`src/inc/rosb_pkg.sv`:
```
// package: register map, field layout and sizes of the remappable output select bank
package rosb_pkg;

  // --------------------------------------------------------------------------
  // sizes
  // --------------------------------------------------------------------------
  localparam int NUM_REGS      = 7;
  localparam int NUM_PINS      = 14;
  localparam int FUNC_W        = 6;
  localparam int REG_W         = 16;
  localparam int FIRST_PIN     = 46;

  // --------------------------------------------------------------------------
  // register byte offsets (one aligned word each)
  // --------------------------------------------------------------------------
  localparam logic [7:0] OFS_SEL_46_47 = 8'h00;
  localparam logic [7:0] OFS_SEL_48_49 = 8'h04;
  localparam logic [7:0] OFS_SEL_50_51 = 8'h08;
  localparam logic [7:0] OFS_SEL_52_53 = 8'h0c;
  localparam logic [7:0] OFS_SEL_54_55 = 8'h10;
  localparam logic [7:0] OFS_SEL_56_57 = 8'h14;
  localparam logic [7:0] OFS_SEL_58_59 = 8'h18;
  localparam logic [7:0] OFS_LAST      = OFS_SEL_58_59;

  // --------------------------------------------------------------------------
  // field positions and reset value
  // --------------------------------------------------------------------------
  localparam int ODD_LSB       = 8;
  localparam int EVEN_LSB      = 0;
  localparam logic [5:0] FUNC_RESET = 6'h00;
  localparam logic [5:0] FUNC_NONE  = 6'h00;

  // --------------------------------------------------------------------------
  // ahb-lite codes
  // --------------------------------------------------------------------------
  localparam logic [1:0] HTRANS_NONSEQ = 2'h2;
  localparam logic [1:0] HTRANS_SEQ    = 2'h3;
  localparam logic [2:0] HSIZE_WORD    = 3'h2;

  typedef enum {ST_IDLE, ST_WRITE, ST_READ} rosb_phase_t;

endpackage

```
`src/inc/rosb_sel_if.sv`:
```
// interface: selector write port from bus control to bank, stored codes from bank to read path and pin muxes
`timescale 1ns/1ps
interface rosb_sel_if;
  import rosb_pkg::*;
  logic                  wr_en;
  logic [2:0]            wr_idx;
  logic [REG_W-1:0]      wr_data;
  logic [FUNC_W-1:0]     odd_func [NUM_REGS];
  logic [FUNC_W-1:0]     even_func [NUM_REGS];

  modport bank (input wr_en, input wr_idx, input wr_data, output odd_func, output even_func);
  modport ctrl (output wr_en, output wr_idx, output wr_data, input odd_func, input even_func);
endinterface

```
`src/hdl/rosb_sel_reg.sv`:
```
// module: one selector register holding the codes of one pin pair
`timescale 1ns/1ps
module rosb_sel_reg
  import rosb_pkg::*;
#(
  parameter logic [2:0] IDX = 3'h0
) (
  input  wire logic              clk_i,
  input  wire logic              rst_n_i,
  input  wire logic              wr_en_i,
  input  wire logic [2:0]        wr_idx_i,
  input  wire logic [REG_W-1:0]  wr_data_i,
  output logic      [FUNC_W-1:0] odd_func_o,
  output logic      [FUNC_W-1:0] even_func_o
);

  typedef struct packed {
    logic [FUNC_W-1:0] odd_func;
    logic [FUNC_W-1:0] even_func;
  } rosb_sel_state_t;

  rosb_sel_state_t state_reg;
  rosb_sel_state_t state_next;

  always_comb begin
    state_next = state_reg;
    if (wr_en_i && wr_idx_i == IDX) begin
      // bits 15:14 and 7:6 have no storage, so they drop here
      state_next.odd_func  = wr_data_i[ODD_LSB +: FUNC_W];
      state_next.even_func = wr_data_i[EVEN_LSB +: FUNC_W];
    end
  end

  always_ff @(posedge clk_i or negedge rst_n_i) begin
    if (!rst_n_i) begin
      state_reg <= '{odd_func: FUNC_RESET, even_func: FUNC_RESET};
    end else begin
      state_reg <= state_next;
    end
  end

  assign odd_func_o  = state_reg.odd_func;
  assign even_func_o = state_reg.even_func;

endmodule

```
`src/hdl/rosb_pin_mux.sv`:
```
// module: output multiplexer of one remappable pin
`timescale 1ns/1ps
module rosb_pin_mux
  import rosb_pkg::*;
#(
  parameter int NUM_FUNCS = 64
) (
  input  wire logic [FUNC_W-1:0]    func_i,
  input  wire logic [NUM_FUNCS-1:0] periph_out_i,
  output logic                      pin_o
);

  if (NUM_FUNCS < 1 || NUM_FUNCS > (1 << FUNC_W)) begin : g_bad_num_funcs
    $error("rosb_pin_mux: NUM_FUNCS out of range");
  end

  // code zero and codes past the last peripheral leave the pin at zero
  always_comb begin
    if (func_i == FUNC_NONE || int'(func_i) >= NUM_FUNCS) begin
      pin_o = 1'b0;
    end else begin
      pin_o = periph_out_i[func_i];
    end
  end

endmodule

```
`src/hdl/rosb_top.sv`:
```
// module: remappable output select bank for pins 46..59 with ahb-lite access
//
// Decided for this implementation: the register offsets and the AHB-Lite register port.
`timescale 1ns/1ps
module rosb_top
  import rosb_pkg::*;
#(
  parameter int NUM_FUNCS = 64
) (
  input  wire logic                    CORE_CLK_I,
  input  wire logic                    RESET_N_I,
  input  wire logic                    HSEL_I,
  input  wire logic [31:0]             HADDR_I,
  input  wire logic [1:0]              HTRANS_I,
  input  wire logic                    HWRITE_I,
  input  wire logic [2:0]              HSIZE_I,
  input  wire logic [31:0]             HWDATA_I,
  input  wire logic                    HREADY_I,
  output logic      [31:0]             HRDATA_O,
  output logic                         HREADYOUT_O,
  output logic                         HRESP_O,
  input  wire logic [NUM_FUNCS-1:0]    PERIPH_OUT_I,
  output logic      [NUM_PINS-1:0]     REMAP_PIN_O,
  output logic      [NUM_PINS*FUNC_W-1:0] PIN_OUT_FUNC_O
);

  // --------------------------------------------------------------------------
  // parameter check
  // --------------------------------------------------------------------------
  if (NUM_FUNCS < 1 || NUM_FUNCS > (1 << FUNC_W)) begin : g_bad_num_funcs
    $error("rosb_top: NUM_FUNCS out of range");
  end

  // --------------------------------------------------------------------------
  // bus state
  // --------------------------------------------------------------------------
  typedef struct packed {
    rosb_phase_t phase;
    logic [2:0]  idx;
    logic        hit;
    logic [31:0] rdata;
  } rosb_bus_state_t;

  rosb_bus_state_t bus_reg;
  rosb_bus_state_t bus_next;

  rosb_sel_if sel ();

  logic       addr_valid;
  logic       addr_mapped;
  logic [2:0] addr_idx;
  logic [31:0] read_word;
  logic [31:0] fwd_word;

  assign addr_valid  = HSEL_I && HREADY_I && (HTRANS_I == HTRANS_NONSEQ || HTRANS_I == HTRANS_SEQ);
  assign addr_mapped = (HADDR_I[31:8] == 24'h000000) && (HADDR_I[1:0] == 2'h0)
                       && (HADDR_I[7:0] <= OFS_LAST);
  assign addr_idx    = HADDR_I[4:2];

  // --------------------------------------------------------------------------
  // read view of the addressed register
  // --------------------------------------------------------------------------
  always_comb begin
    read_word = 32'h00000000;
    fwd_word  = 32'h00000000;
    // same masking as the stored codes
    fwd_word[ODD_LSB +: FUNC_W]  = HWDATA_I[ODD_LSB +: FUNC_W];
    fwd_word[EVEN_LSB +: FUNC_W] = HWDATA_I[EVEN_LSB +: FUNC_W];
    if (addr_mapped) begin
      // upper half and bits 15:14, 7:6 stay zero
      read_word[ODD_LSB +: FUNC_W]  = sel.odd_func[addr_idx];
      read_word[EVEN_LSB +: FUNC_W] = sel.even_func[addr_idx];
    end
  end

  // --------------------------------------------------------------------------
  // ahb-lite slave, zero wait states
  // --------------------------------------------------------------------------
  always_comb begin
    bus_next       = bus_reg;
    bus_next.phase = ST_IDLE;
    if (addr_valid) begin
      bus_next.phase = HWRITE_I ? ST_WRITE : ST_READ;
      bus_next.idx   = addr_idx;
      bus_next.hit   = addr_mapped;
      bus_next.rdata = HWRITE_I ? 32'h00000000 : read_word;
      // a write still in its data phase lands only at this edge, so a read
      // of the same register right behind it takes the new codes
      if (!HWRITE_I && addr_mapped && sel.wr_en && sel.wr_idx == addr_idx) begin
        bus_next.rdata = fwd_word;
      end
    end
  end

  always_ff @(posedge CORE_CLK_I or negedge RESET_N_I) begin
    if (!RESET_N_I) begin
      bus_reg <= '{phase: ST_IDLE, idx: 3'h0, hit: 1'b0, rdata: 32'h00000000};
    end else begin
      bus_reg <= bus_next;
    end
  end

  always_comb begin
    case (bus_reg.phase)
      ST_WRITE: sel.wr_en = bus_reg.hit;
      ST_READ:  sel.wr_en = 1'b0;
      ST_IDLE:  sel.wr_en = 1'b0;
      default:  sel.wr_en = 1'b0;
    endcase
  end

  assign sel.wr_idx  = bus_reg.idx;
  assign sel.wr_data = HWDATA_I[REG_W-1:0];
  assign HRDATA_O    = bus_reg.rdata;
  assign HREADYOUT_O = 1'b1;
  assign HRESP_O     = 1'b0;

  // --------------------------------------------------------------------------
  // selector registers and pin multiplexers
  // --------------------------------------------------------------------------
  // one register per pin pair; the write port index picks the one that takes a write
  rosb_sel_reg #(
    .IDX (3'h0)
  ) u_sel_46_47 (
    .clk_i       (CORE_CLK_I),
    .rst_n_i     (RESET_N_I),
    .wr_en_i     (sel.wr_en),
    .wr_idx_i    (sel.wr_idx),
    .wr_data_i   (sel.wr_data),
    .odd_func_o  (sel.odd_func[0]),
    .even_func_o (sel.even_func[0])
  );

  rosb_sel_reg #(
    .IDX (3'h1)
  ) u_sel_48_49 (
    .clk_i       (CORE_CLK_I),
    .rst_n_i     (RESET_N_I),
    .wr_en_i     (sel.wr_en),
    .wr_idx_i    (sel.wr_idx),
    .wr_data_i   (sel.wr_data),
    .odd_func_o  (sel.odd_func[1]),
    .even_func_o (sel.even_func[1])
  );

  rosb_sel_reg #(
    .IDX (3'h2)
  ) u_sel_50_51 (
    .clk_i       (CORE_CLK_I),
    .rst_n_i     (RESET_N_I),
    .wr_en_i     (sel.wr_en),
    .wr_idx_i    (sel.wr_idx),
    .wr_data_i   (sel.wr_data),
    .odd_func_o  (sel.odd_func[2]),
    .even_func_o (sel.even_func[2])
  );

  rosb_sel_reg #(
    .IDX (3'h3)
  ) u_sel_52_53 (
    .clk_i       (CORE_CLK_I),
    .rst_n_i     (RESET_N_I),
    .wr_en_i     (sel.wr_en),
    .wr_idx_i    (sel.wr_idx),
    .wr_data_i   (sel.wr_data),
    .odd_func_o  (sel.odd_func[3]),
    .even_func_o (sel.even_func[3])
  );

  rosb_sel_reg #(
    .IDX (3'h4)
  ) u_sel_54_55 (
    .clk_i       (CORE_CLK_I),
    .rst_n_i     (RESET_N_I),
    .wr_en_i     (sel.wr_en),
    .wr_idx_i    (sel.wr_idx),
    .wr_data_i   (sel.wr_data),
    .odd_func_o  (sel.odd_func[4]),
    .even_func_o (sel.even_func[4])
  );

  rosb_sel_reg #(
    .IDX (3'h5)
  ) u_sel_56_57 (
    .clk_i       (CORE_CLK_I),
    .rst_n_i     (RESET_N_I),
    .wr_en_i     (sel.wr_en),
    .wr_idx_i    (sel.wr_idx),
    .wr_data_i   (sel.wr_data),
    .odd_func_o  (sel.odd_func[5]),
    .even_func_o (sel.even_func[5])
  );

  rosb_sel_reg #(
    .IDX (3'h6)
  ) u_sel_58_59 (
    .clk_i       (CORE_CLK_I),
    .rst_n_i     (RESET_N_I),
    .wr_en_i     (sel.wr_en),
    .wr_idx_i    (sel.wr_idx),
    .wr_data_i   (sel.wr_data),
    .odd_func_o  (sel.odd_func[6]),
    .even_func_o (sel.even_func[6])
  );

  // --------------------------------------------------------------------------
  // pin multiplexers, one per remappable pin
  // --------------------------------------------------------------------------
  rosb_pin_mux #(.NUM_FUNCS (NUM_FUNCS)) u_mux_46 (
    .func_i       (sel.even_func[0]),
    .periph_out_i (PERIPH_OUT_I),
    .pin_o        (REMAP_PIN_O[0])
  );

  rosb_pin_mux #(.NUM_FUNCS (NUM_FUNCS)) u_mux_47 (
    .func_i       (sel.odd_func[0]),
    .periph_out_i (PERIPH_OUT_I),
    .pin_o        (REMAP_PIN_O[1])
  );

  rosb_pin_mux #(.NUM_FUNCS (NUM_FUNCS)) u_mux_48 (
    .func_i       (sel.even_func[1]),
    .periph_out_i (PERIPH_OUT_I),
    .pin_o        (REMAP_PIN_O[2])
  );

  rosb_pin_mux #(.NUM_FUNCS (NUM_FUNCS)) u_mux_49 (
    .func_i       (sel.odd_func[1]),
    .periph_out_i (PERIPH_OUT_I),
    .pin_o        (REMAP_PIN_O[3])
  );

  rosb_pin_mux #(.NUM_FUNCS (NUM_FUNCS)) u_mux_50 (
    .func_i       (sel.even_func[2]),
    .periph_out_i (PERIPH_OUT_I),
    .pin_o        (REMAP_PIN_O[4])
  );

  rosb_pin_mux #(.NUM_FUNCS (NUM_FUNCS)) u_mux_51 (
    .func_i       (sel.odd_func[2]),
    .periph_out_i (PERIPH_OUT_I),
    .pin_o        (REMAP_PIN_O[5])
  );

  rosb_pin_mux #(.NUM_FUNCS (NUM_FUNCS)) u_mux_52 (
    .func_i       (sel.even_func[3]),
    .periph_out_i (PERIPH_OUT_I),
    .pin_o        (REMAP_PIN_O[6])
  );

  rosb_pin_mux #(.NUM_FUNCS (NUM_FUNCS)) u_mux_53 (
    .func_i       (sel.odd_func[3]),
    .periph_out_i (PERIPH_OUT_I),
    .pin_o        (REMAP_PIN_O[7])
  );

  rosb_pin_mux #(.NUM_FUNCS (NUM_FUNCS)) u_mux_54 (
    .func_i       (sel.even_func[4]),
    .periph_out_i (PERIPH_OUT_I),
    .pin_o        (REMAP_PIN_O[8])
  );

  rosb_pin_mux #(.NUM_FUNCS (NUM_FUNCS)) u_mux_55 (
    .func_i       (sel.odd_func[4]),
    .periph_out_i (PERIPH_OUT_I),
    .pin_o        (REMAP_PIN_O[9])
  );

  rosb_pin_mux #(.NUM_FUNCS (NUM_FUNCS)) u_mux_56 (
    .func_i       (sel.even_func[5]),
    .periph_out_i (PERIPH_OUT_I),
    .pin_o        (REMAP_PIN_O[10])
  );

  rosb_pin_mux #(.NUM_FUNCS (NUM_FUNCS)) u_mux_57 (
    .func_i       (sel.odd_func[5]),
    .periph_out_i (PERIPH_OUT_I),
    .pin_o        (REMAP_PIN_O[11])
  );

  rosb_pin_mux #(.NUM_FUNCS (NUM_FUNCS)) u_mux_58 (
    .func_i       (sel.even_func[6]),
    .periph_out_i (PERIPH_OUT_I),
    .pin_o        (REMAP_PIN_O[12])
  );

  rosb_pin_mux #(.NUM_FUNCS (NUM_FUNCS)) u_mux_59 (
    .func_i       (sel.odd_func[6]),
    .periph_out_i (PERIPH_OUT_I),
    .pin_o        (REMAP_PIN_O[13])
  );

  // --------------------------------------------------------------------------
  // stored codes, six bits per pin, pin 46 lowest
  // --------------------------------------------------------------------------
  assign PIN_OUT_FUNC_O[FUNC_W*0 +: FUNC_W]  = sel.even_func[0];
  assign PIN_OUT_FUNC_O[FUNC_W*1 +: FUNC_W]  = sel.odd_func[0];
  assign PIN_OUT_FUNC_O[FUNC_W*2 +: FUNC_W]  = sel.even_func[1];
  assign PIN_OUT_FUNC_O[FUNC_W*3 +: FUNC_W]  = sel.odd_func[1];
  assign PIN_OUT_FUNC_O[FUNC_W*4 +: FUNC_W]  = sel.even_func[2];
  assign PIN_OUT_FUNC_O[FUNC_W*5 +: FUNC_W]  = sel.odd_func[2];
  assign PIN_OUT_FUNC_O[FUNC_W*6 +: FUNC_W]  = sel.even_func[3];
  assign PIN_OUT_FUNC_O[FUNC_W*7 +: FUNC_W]  = sel.odd_func[3];
  assign PIN_OUT_FUNC_O[FUNC_W*8 +: FUNC_W]  = sel.even_func[4];
  assign PIN_OUT_FUNC_O[FUNC_W*9 +: FUNC_W]  = sel.odd_func[4];
  assign PIN_OUT_FUNC_O[FUNC_W*10 +: FUNC_W] = sel.even_func[5];
  assign PIN_OUT_FUNC_O[FUNC_W*11 +: FUNC_W] = sel.odd_func[5];
  assign PIN_OUT_FUNC_O[FUNC_W*12 +: FUNC_W] = sel.even_func[6];
  assign PIN_OUT_FUNC_O[FUNC_W*13 +: FUNC_W] = sel.odd_func[6];

endmodule

```
`config.mk`:
```
export PLATFORM = sky130hd
export DESIGN_NAME = rosb_top
export DESIGN_NICKNAME = d
export VERILOG_FILES = /design/src/inc/rosb_pkg.sv /design/src/inc/rosb_sel_if.sv /design/src/hdl/rosb_sel_reg.sv /design/src/hdl/rosb_pin_mux.sv /design/src/hdl/rosb_top.sv
export SDC_FILE = /design/constraint.sdc
export NUM_CORES = 1
export LEC_CHECK = 0
export BUFFER_PORTS_ARGS = -buffer_cell sky130_fd_sc_hd__buf_2
export CORE_AREA = 2 2 194 196
export DETAILED_ROUTE_END_ITERATION = 16
export DIE_AREA = 0 0 196 198
export GPL_TIMING_DRIVEN = 0
export PLACE_DENSITY = 0.63
export SLEW_MARGIN = 10
export SYNTH_ARGS = -nofsm -noshare
export SYNTH_HDL_FRONTEND = slang
export SYNTH_SLANG_ARGS = --single-unit
```
`constraint.sdc`:
```
create_clock -name CORE_CLK_I -period 5.1 [get_ports CORE_CLK_I]
set_clock_uncertainty 0.1 [all_clocks]
set_input_delay 0.765 -clock CORE_CLK_I [delete_from_list [all_inputs] [get_ports CORE_CLK_I]]
set_output_delay 0.765 -clock CORE_CLK_I [all_outputs]
set_load 0.02 [all_outputs]
```
==> results.json, run 1 <==
{
  "cts_buffers": 9,
  "fillers": 3612,
  "grt_pass1_wl_microns": 83740,
  "start_util_pct": 34.33,
  "area_growth_pct": 16.70,
  "final_antenna_net_count": 0,
  "drt-initial-drc-count": 1922,
  "grt_max_degree": 71,
  "crit_type": "flop to output pin",
  "synth-edff-count": 0,
  "postSynthAreaPerCell_sq_um": 12.65,
  "period_minus_slack_ns": 4.220,
  "use_met3_pct": 11.84,
  "drc_errors": 0,
  "synth_flop_cell": "dfrtp_1",
  "clockBufferDepth": 2,
  "synth_top_family_by_area": "multiplexers",
  "crit_required_ns": 4.24,
  "worst-slew-pin-transition_ns": 0.9956,
  "core_sq_um": 36960,
  "largest_reg_flops": 12,
  "first_pass_iters": 6,
  "synth.largest_area_cell": "mux4_2",
  "end_kind": "output pin",
  "period_share_pct": 82.75,
  "finalSetupTns_ns": 0,
  "synth_cells": 1003,
  "clkTransAtPathRegs_ns": 0.08,
  "final_hold_viol_count": 0,
  "rows": 71,
  "postCtsSetupRepairBufs": 0,
  "synthXorXnorAreaFrac_pct": 0.2071,
  "synth.most_common_cell": "mux4_2",
  "grtUsageMet2_pct": 46.72,
  "cp_max_fo": 10,
  "synth_cell_types": 47,
  "cts_sinks": 102,
  "synth_compound_area_share_pct": 6.677,
  "ys_warn_count": 0,
  "routed_wl_microns": 58620,
  "grtUsageMet1_pct": 38.51,
  "netlist_top_cells_count": "240 x mux4_2, 120 x mux2_2, 117 x clkbuf_1, 102 x dfrtp_1, 72 x mux2i_1",
  "routed_via_density": 6.893,
  "ys_seq_area_share_pct": 20.12,
  "async_flop_share_pct": 100.0,
  "place.gp.congestion": 1.021,
  "ir_worst_vdd_uv": 173.5,
  "cts_tree": "done",
  "power_density_nw_per_um2": 175.1,
  "grt_pass1_vias": 11700,
  "grt_overflow": 0,
  "worstPathCellList": "clkbuf_1 -> buf_2 -> buf_4 -> mux2_2 -> a22oi_1 -> nand2_1 -> a221oi_1 -> o22ai_1 -> buf_4 -> buf_2",
  "syn_area_sq_um": 12690,
  "layout-drive-gt1-share_pct": 54.49,
  "wl_per_cell_microns": 33.73,
  "grt_use_total_pct": 30.47,
  "numPortBuffers": 220,
  "clock_latency_ns": 0.38,
  "nNetsFinal": 1393,
  "maxSlewViolCount": 0,
  "relSlewSlack_pct": 33.62,
  "yosys.area_share.simple_pct": 5.592,
  "hold_path.class": "input pin to asynchronous set/reset pin",
  "netlist_top_cells_area": "mux4_2 43%, dfrtp_1 20%, mux2_2 11%",
  "antenna_found_initial": 4,
  "crit_buf_inv": 5,
  "synth-adder-area-share_pct": 0,
  "rsz0062_at_grt": "no",
  "synth_top_area_share_pct": 42.60,
  "status": "completed",
  "die_height_microns": 198,
  "die_w_microns": 196,
  "cts_hold_buffers": 0,
  "cap_violations": 0,
  "dp_hpwl_microns": 42480,
  "synth_mux_area_share_pct": 58.93,
  "route.vias.total": 11980,
  "die_area_sq_um": 38810,
  "path_delay_family": "buffers and inverters",
  "final_util_pct": 40.06,
  "slowest_stage": "clkbuf_1",
  "cts_resized": 0,
  "critical_path.max_stage_delay_ns": 0.43,
  "cp-start-kind": "flop",
  "setup_violations": 0,
  "root_buffer": "clkbuf_16",
  "fmax_mhz": 236.9,
  "worst-endpoint-arrival_ns": 3.36,
  "ios": 270,
  "busiest_layer": "met2",
  "power_leakage_nw": 5.868,
  "htreeDepth": 3,
  "ys_ff_latch": 102
}
routing by layer:
layer  wire [microns]  vias to the layer above
li1                 -                     4525
met1            20690                     6006
met2            25700                     1224
met3             9105                      221
met4             3087                        4
met5               33                        -
logic make-up (layout without fill, tap and decap cells):
logic type / Yosys count / count (layout)
and+or+nand+nor: 130 / 130
DFF: 102 / 102
AOI/OAI and AO/OA: 115 / 115
buffers and inverters: 219 / 455
xor gates and xnor gates: 3 / 3
muxes: 432 / 432
other: 2 / 27
cell type report:
type	instances	area, sq um	area share (%)
multi-input combinational	702	9143	61.75
clock buffer	9	225.2	1.521
sequential	102	2552	17.24
tap	474	593.1	4.006
inverter	5	18.77	0.1268
buffer	214	1049	7.082
clock inverter	6	77.57	0.5240
timing repair buffer	221	1135	7.665
antenna	5	12.51	0.08451
power breakdown:
| group | switching [W] | total [W] | internal, W | leakage (nW) |
|---|---|---|---|---|
| logic | 0.000538 | 0.000973 | 0.000434 | 4.41 |
| clock network | 0.000366 | 0.000754 | 0.000388 | 0.146 |
| registers | 0.0000332 | 0.000865 | 0.000832 | 1.31 |
worst paths after layout:
| path | from | endpoint | slack (ns) | cells after the start |
|---|---|---|---|---|
| worst min-delay path | RESET_N_I | u_sel_58_59.odd_func_o[0] | 0.18 | 1 |
| worst min register to register | HRDATA_O[3] | HRDATA_O[3] | 0.40 | 1 |
| worst max register to register | bus_reg[37] | u_sel_58_59.odd_func_o[1] | 2.27 | 5 |
| worst max-delay path | u_sel_58_59.even_func_o[0] | REMAP_PIN_O[12] | 0.88 | 10 |
| max in group asynchronous | RESET_N_I | u_sel_46_47.even_func_o[4] | 4.04 | 2 |
| min in group CORE_CLK_I | HRDATA_O[3] | HRDATA_O[3] | 0.40 | 1 |
worst register-to-register path: cells and delay by family (launching register included):
family / cells / cell delay [ns]
multiplexers: 1 / 0.42
flip-flops: 1 / 0.37
buffers and inverters: 1 / 0.81
AND/OR/NAND/NOR: 3 / 1.02
layout by cell type, fill, tap and decap left out, drive strengths merged, types with 4 or more instances in the layout:
cell,n
mux2,120
buf,318
a21oi,29
o22ai,6
conb,22
mux2i,72
nor2,22
a32o,13
diode,5
clkbuf,126
nor3,12
dfrtp,102
inv,8
nand3,5
o221ai,8
nor2b,9
mux4,240
a221oi,4
o21ai,16
nand2,28
a22oi,7
nor3b,5
nor4,10
o211a,13
nand3b,15
a221o,4
nand4,4
nand2b,6
stage by stage:
step	hold WS (ns)	instance area (sq um)	power, W	instances	worst slack [ns]
3_3_place_gp	0.3820	14460	0.001805	1717	1.126
6_report	0.1786	14810	0.002592	1738	0.8795
2_1_floorplan	0.3670	12760	0.001467	1023	1.854
4_1_cts	0.1886	14790	0.002573	1733	0.9510
5_1_grt	0.2074	14800	0.002666	1734	0.7349
3_5_place_dp	0.3913	14490	0.001821	1718	1.183
(Power assumes the default switching activity.)
==> run 2: changes to the inputs <==
- ABC_AREA: not set -> 1
- CORE_AREA: 2 2 194 196 -> 2 2 207 209
- DIE_AREA: 0 0 196 198 -> 0 0 209 211
- PLACE_DENSITY: 0.63 -> 0.62
- clock period: 5.1 -> 4.2 ns (I/O delays scaled with it)
==> run 2 against run 1 <==
  * Worst hold slack improved by 0.19 ns
  * Sequential power up 15%
  * Largest power group is now sequential cells
  * Register-to-register slack worse by 0.35 ns
  * Die area up 14%
  * First-iteration DRC count increased by 67%
  * Setup slack got worse by 0.50 ns
==> results.json, run 2 <==
{
  "p_sw_share_pct": 39.01,
  "async_flop_share_pct": 100.0,
  "core_sq_um": 41760,
  "dp_hpwl_microns": 64420,
  "netlist_top_cells_area": "nand2_1 24%, dfrtp_1 18%, nand3_1 14%",
  "cts_buffers": 9,
  "worst-endpoint-arrival_ns": 3.09,
  "cts_resized": 0,
  "r2r_cells": 10,
  "start_util_pct": 34.57,
  "p_clk_share_pct": 31.3,
  "synth_cells": 2699,
  "worstHoldStart": "HWRITE_I",
  "ys_seq_area_share_pct": 17.68,
  "synth_cell_types": 37,
  "power_switching_w": 0.001024,
  "synth-edff-count": 0,
  "die_w_microns": 209,
  "layout_common_cells": "923 x nand2_1, 390 x nand3_1, 330 x buf_2",
  "power_density_nw_per_um2": 158.3,
  "route.vias.total": 20730,
  "fmax_mhz": 262.0,
  "wl_per_cell_microns": 25.22,
  "period_share_pct": 90.86,
  "area_growth_pct": 14.78,
  "antenna_found_initial": 2,
  "synth.largest_area_cell": "nand2_1",
  "final_hold_viol_count": 0,
  "synth.most_common_cell": "nand2_1",
  "relSlewSlack_pct": 16.92,
  "grt_pass1_wl_microns": 124500,
  "crit_required_ns": 3.47,
  "rsz0062_at_grt": "no",
  "path_delay_family": "buffers and inverters",
  "end_kind": "output pin",
  "root_buffer": "clkbuf_16",
  "power_frac_seq_pct": 37.9,
  "crit_type": "input pin to output pin",
  "cp-start-kind": "input pin",
  "setup_violations": 0,
  "grt_pass1_vias": 18670,
  "finalSetupTns_ns": 0,
  "cp_num_cells": 11,
  "final_common_cell": "nand2_1",
  "crit_buf_inv": 4,
  "cp_max_fo": 10,
  "whs_path_depth": 2,
  "syn_area_sq_um": 14440,
  "synth_flop_cell": "dfrtp_1",
  "fillers": 4752,
  "grt_max_degree": 88,
  "worst-slew-pin-transition_ns": 1.246,
  "critical_path.max_stage_delay_ns": 0.76,
  "nNetsFinal": 3080,
  "worst_slack_ns": 0.3838,
  "routed_wl_microns": 88010,
  "netlist_top_cells_count": "923 x nand2_1, 390 x nand3_1, 282 x o21ai_0, 177 x a21oi_1, 164 x nor2_1",
  "p_comb_share_pct": 30.8,
  "routed_via_density": 5.942,
  "ios": 270,
  "first_pass_iters": 7,
  "period_minus_slack_ns": 3.816,
  "ys_ff_latch": 102,
  "place.gp.congestion": 1.105,
  "final_antenna_net_count": 0,
  "worstPathCellList": "buf_2 -> clkinv_1 -> o21ai_0 -> nand2_1 -> nand3_1 -> nor2_1 -> nand2_1 -> a21oi_1 -> nor2_1 -> buf_4 -> buf_2",
  "cap_violations": 0,
  "status": "completed",
  "clockBufferDepth": 2,
  "maxSlewViolCount": 0,
  "timing.rr.end": "HRDATA_O[9]",
  "largest_reg_flops": 12,
  "p_int_w": 0.001600,
  "rrSetupSlack_ns": 1.92,
  "grt_use_total_pct": 38.65,
  "hold-path-endpoint": "bus_reg[37]",
  "rows": 75,
  "reg2reg_from": "u_sel_58_59.odd_func_o[1]",
  "postSynthAreaPerCell_sq_um": 5.349,
  "grt_overflow": 0,
  "cts_sinks": 102,
  "synth_top_area_share_pct": 24.00,
  "numPortBuffers": 210,
  "die_area_sq_um": 44100,
  "ir_worst_vdd_uv": 181.9,
  "hold_path.class": "input pin to flop",
  "power_leakage_nw": 8.672,
  "drc_errors": 0,
  "clock_latency_ns": 0.35,
  "drt-initial-drc-count": 3202,
  "htreeDepth": 3,
  "layout-drive-gt1-share_pct": 14.83,
  "clkTransAtPathRegs_ns": 0.07,
  "slowest_stage": "clkinv_1",
  "die_height_microns": 211,
  "ys_warn_count": 0,
  "cts_tree": "done",
  "dp_worst_setup_slack_ns": 0.5168
}
run 2: cell types whose count changed after synthesis, sizes merged, moves of 15 or more:
cell / previous run / this run
a21oi: 29 / 178
mux4: 240 / 0
inv: 5 / 170
mux2i: 72 / 0
nand3: 5 / 390
nor2: 22 / 167
nand2: 28 / 928
o211ai: 2 / 130
buf: 97 / 176
mux2: 120 / 0
o21ai: 16 / 287
nand4: 4 / 19
run 2: routing by layer:
layer	part of all wire (%)	track usage, %	wire length (microns)
met4	9.6	32.44	8467
met5	0.010	0	9
met3	14	10.59	12230
met2	40	55.49	35020
met1	37	48.06	32280
run 2: repair_timing:
action | 4_1_cts | 5_1_grt
hold buffers | 1 | 0
buffers inserted | 0 | 0
hold endpoints to repair | 12 | 0
run 2: kinds of logic after synthesis:
logic type      Yosys count  share of synthesized area [%]
compound gates          608                          23.69
xor+xnor                  1                        0.06067
buf+inv                 468                          14.75
flops                   102                          17.68
other cells               2                        0.05202
simple gates           1518                          43.77
run 2: cell type report:
cell class	instances	area [sq um]	area share, %
antenna	4	10.01	0.06040
timing repair buffer	212	1095	6.606
buffer	285	1443	8.705
sequential	102	2552	15.40
clock buffer	9	225.2	1.359
clock inverter	6	55.05	0.3322
tap	539	674.4	4.069
multi-input combinational	2149	9831	59.32
inverter	183	686.9	4.145
run 2: power groups by stage:
| stage | sequential [W] | combinational (W) | clock (W) |
|---|---|---|---|
| 2_1_floorplan | 0.00101 | 0.000387 | 0 |
| 3_3_place_gp | 0.00101 | 0.000753 | 0 |
| 3_5_place_dp | 0.00101 | 0.000758 | 0 |
| 4_1_cts | 0.000994 | 0.000760 | 0.000829 |
| 5_1_grt | 0.000995 | 0.000831 | 0.000870 |
| 6_report | 0.000994 | 0.000809 | 0.000822 |
run 2: worst register-to-register path: stages (launching register included):
cell      delay [ns]
dfrtp_1         0.47
buf_2           0.27
clkbuf_1        0.59
nand2_1         0.21
o211ai_1        0.14
nand2_1         0.12
nand2_1         0.08
inv_1           0.04
nor2_1          0.07
nand2_1         0.07
nand2_1         0.06
run 2: worst max path at each step:
stage / startpoint / end / slack (ns)
after floorplan: PERIPH_OUT_I[46] / REMAP_PIN_O[9] / 1.79
after global placement: PERIPH_OUT_I[17] / REMAP_PIN_O[2] / 0.54
after detailed placement: PERIPH_OUT_I[50] / REMAP_PIN_O[8] / 0.52
after CTS: PERIPH_OUT_I[50] / REMAP_PIN_O[8] / 0.50
after global routing: PERIPH_OUT_I[17] / REMAP_PIN_O[4] / 0.40
final: PERIPH_OUT_I[50] / REMAP_PIN_O[8] / 0.38
run 2: per-stage QoR:
| step | util, % | cell area, sq um | total power, W | std cells | hold slack, ns |
|---|---|---|---|---|---|
| after floorplan | - | 14510 | 0.001399 | 2719 | 0.2344 |
| after global placement | 38.89 | 16240 | 0.001766 | 3468 | 0.3764 |
| after detailed placement | 38.97 | 16270 | 0.001771 | 3469 | 0.3680 |
| after CTS | 39.66 | 16560 | 0.002583 | 3485 | 0.3665 |
| after global routing | 39.66 | 16560 | 0.002697 | 3485 | 0.3777 |
| final | 39.69 | 16570 | 0.002624 | 3489 | 0.3703 |
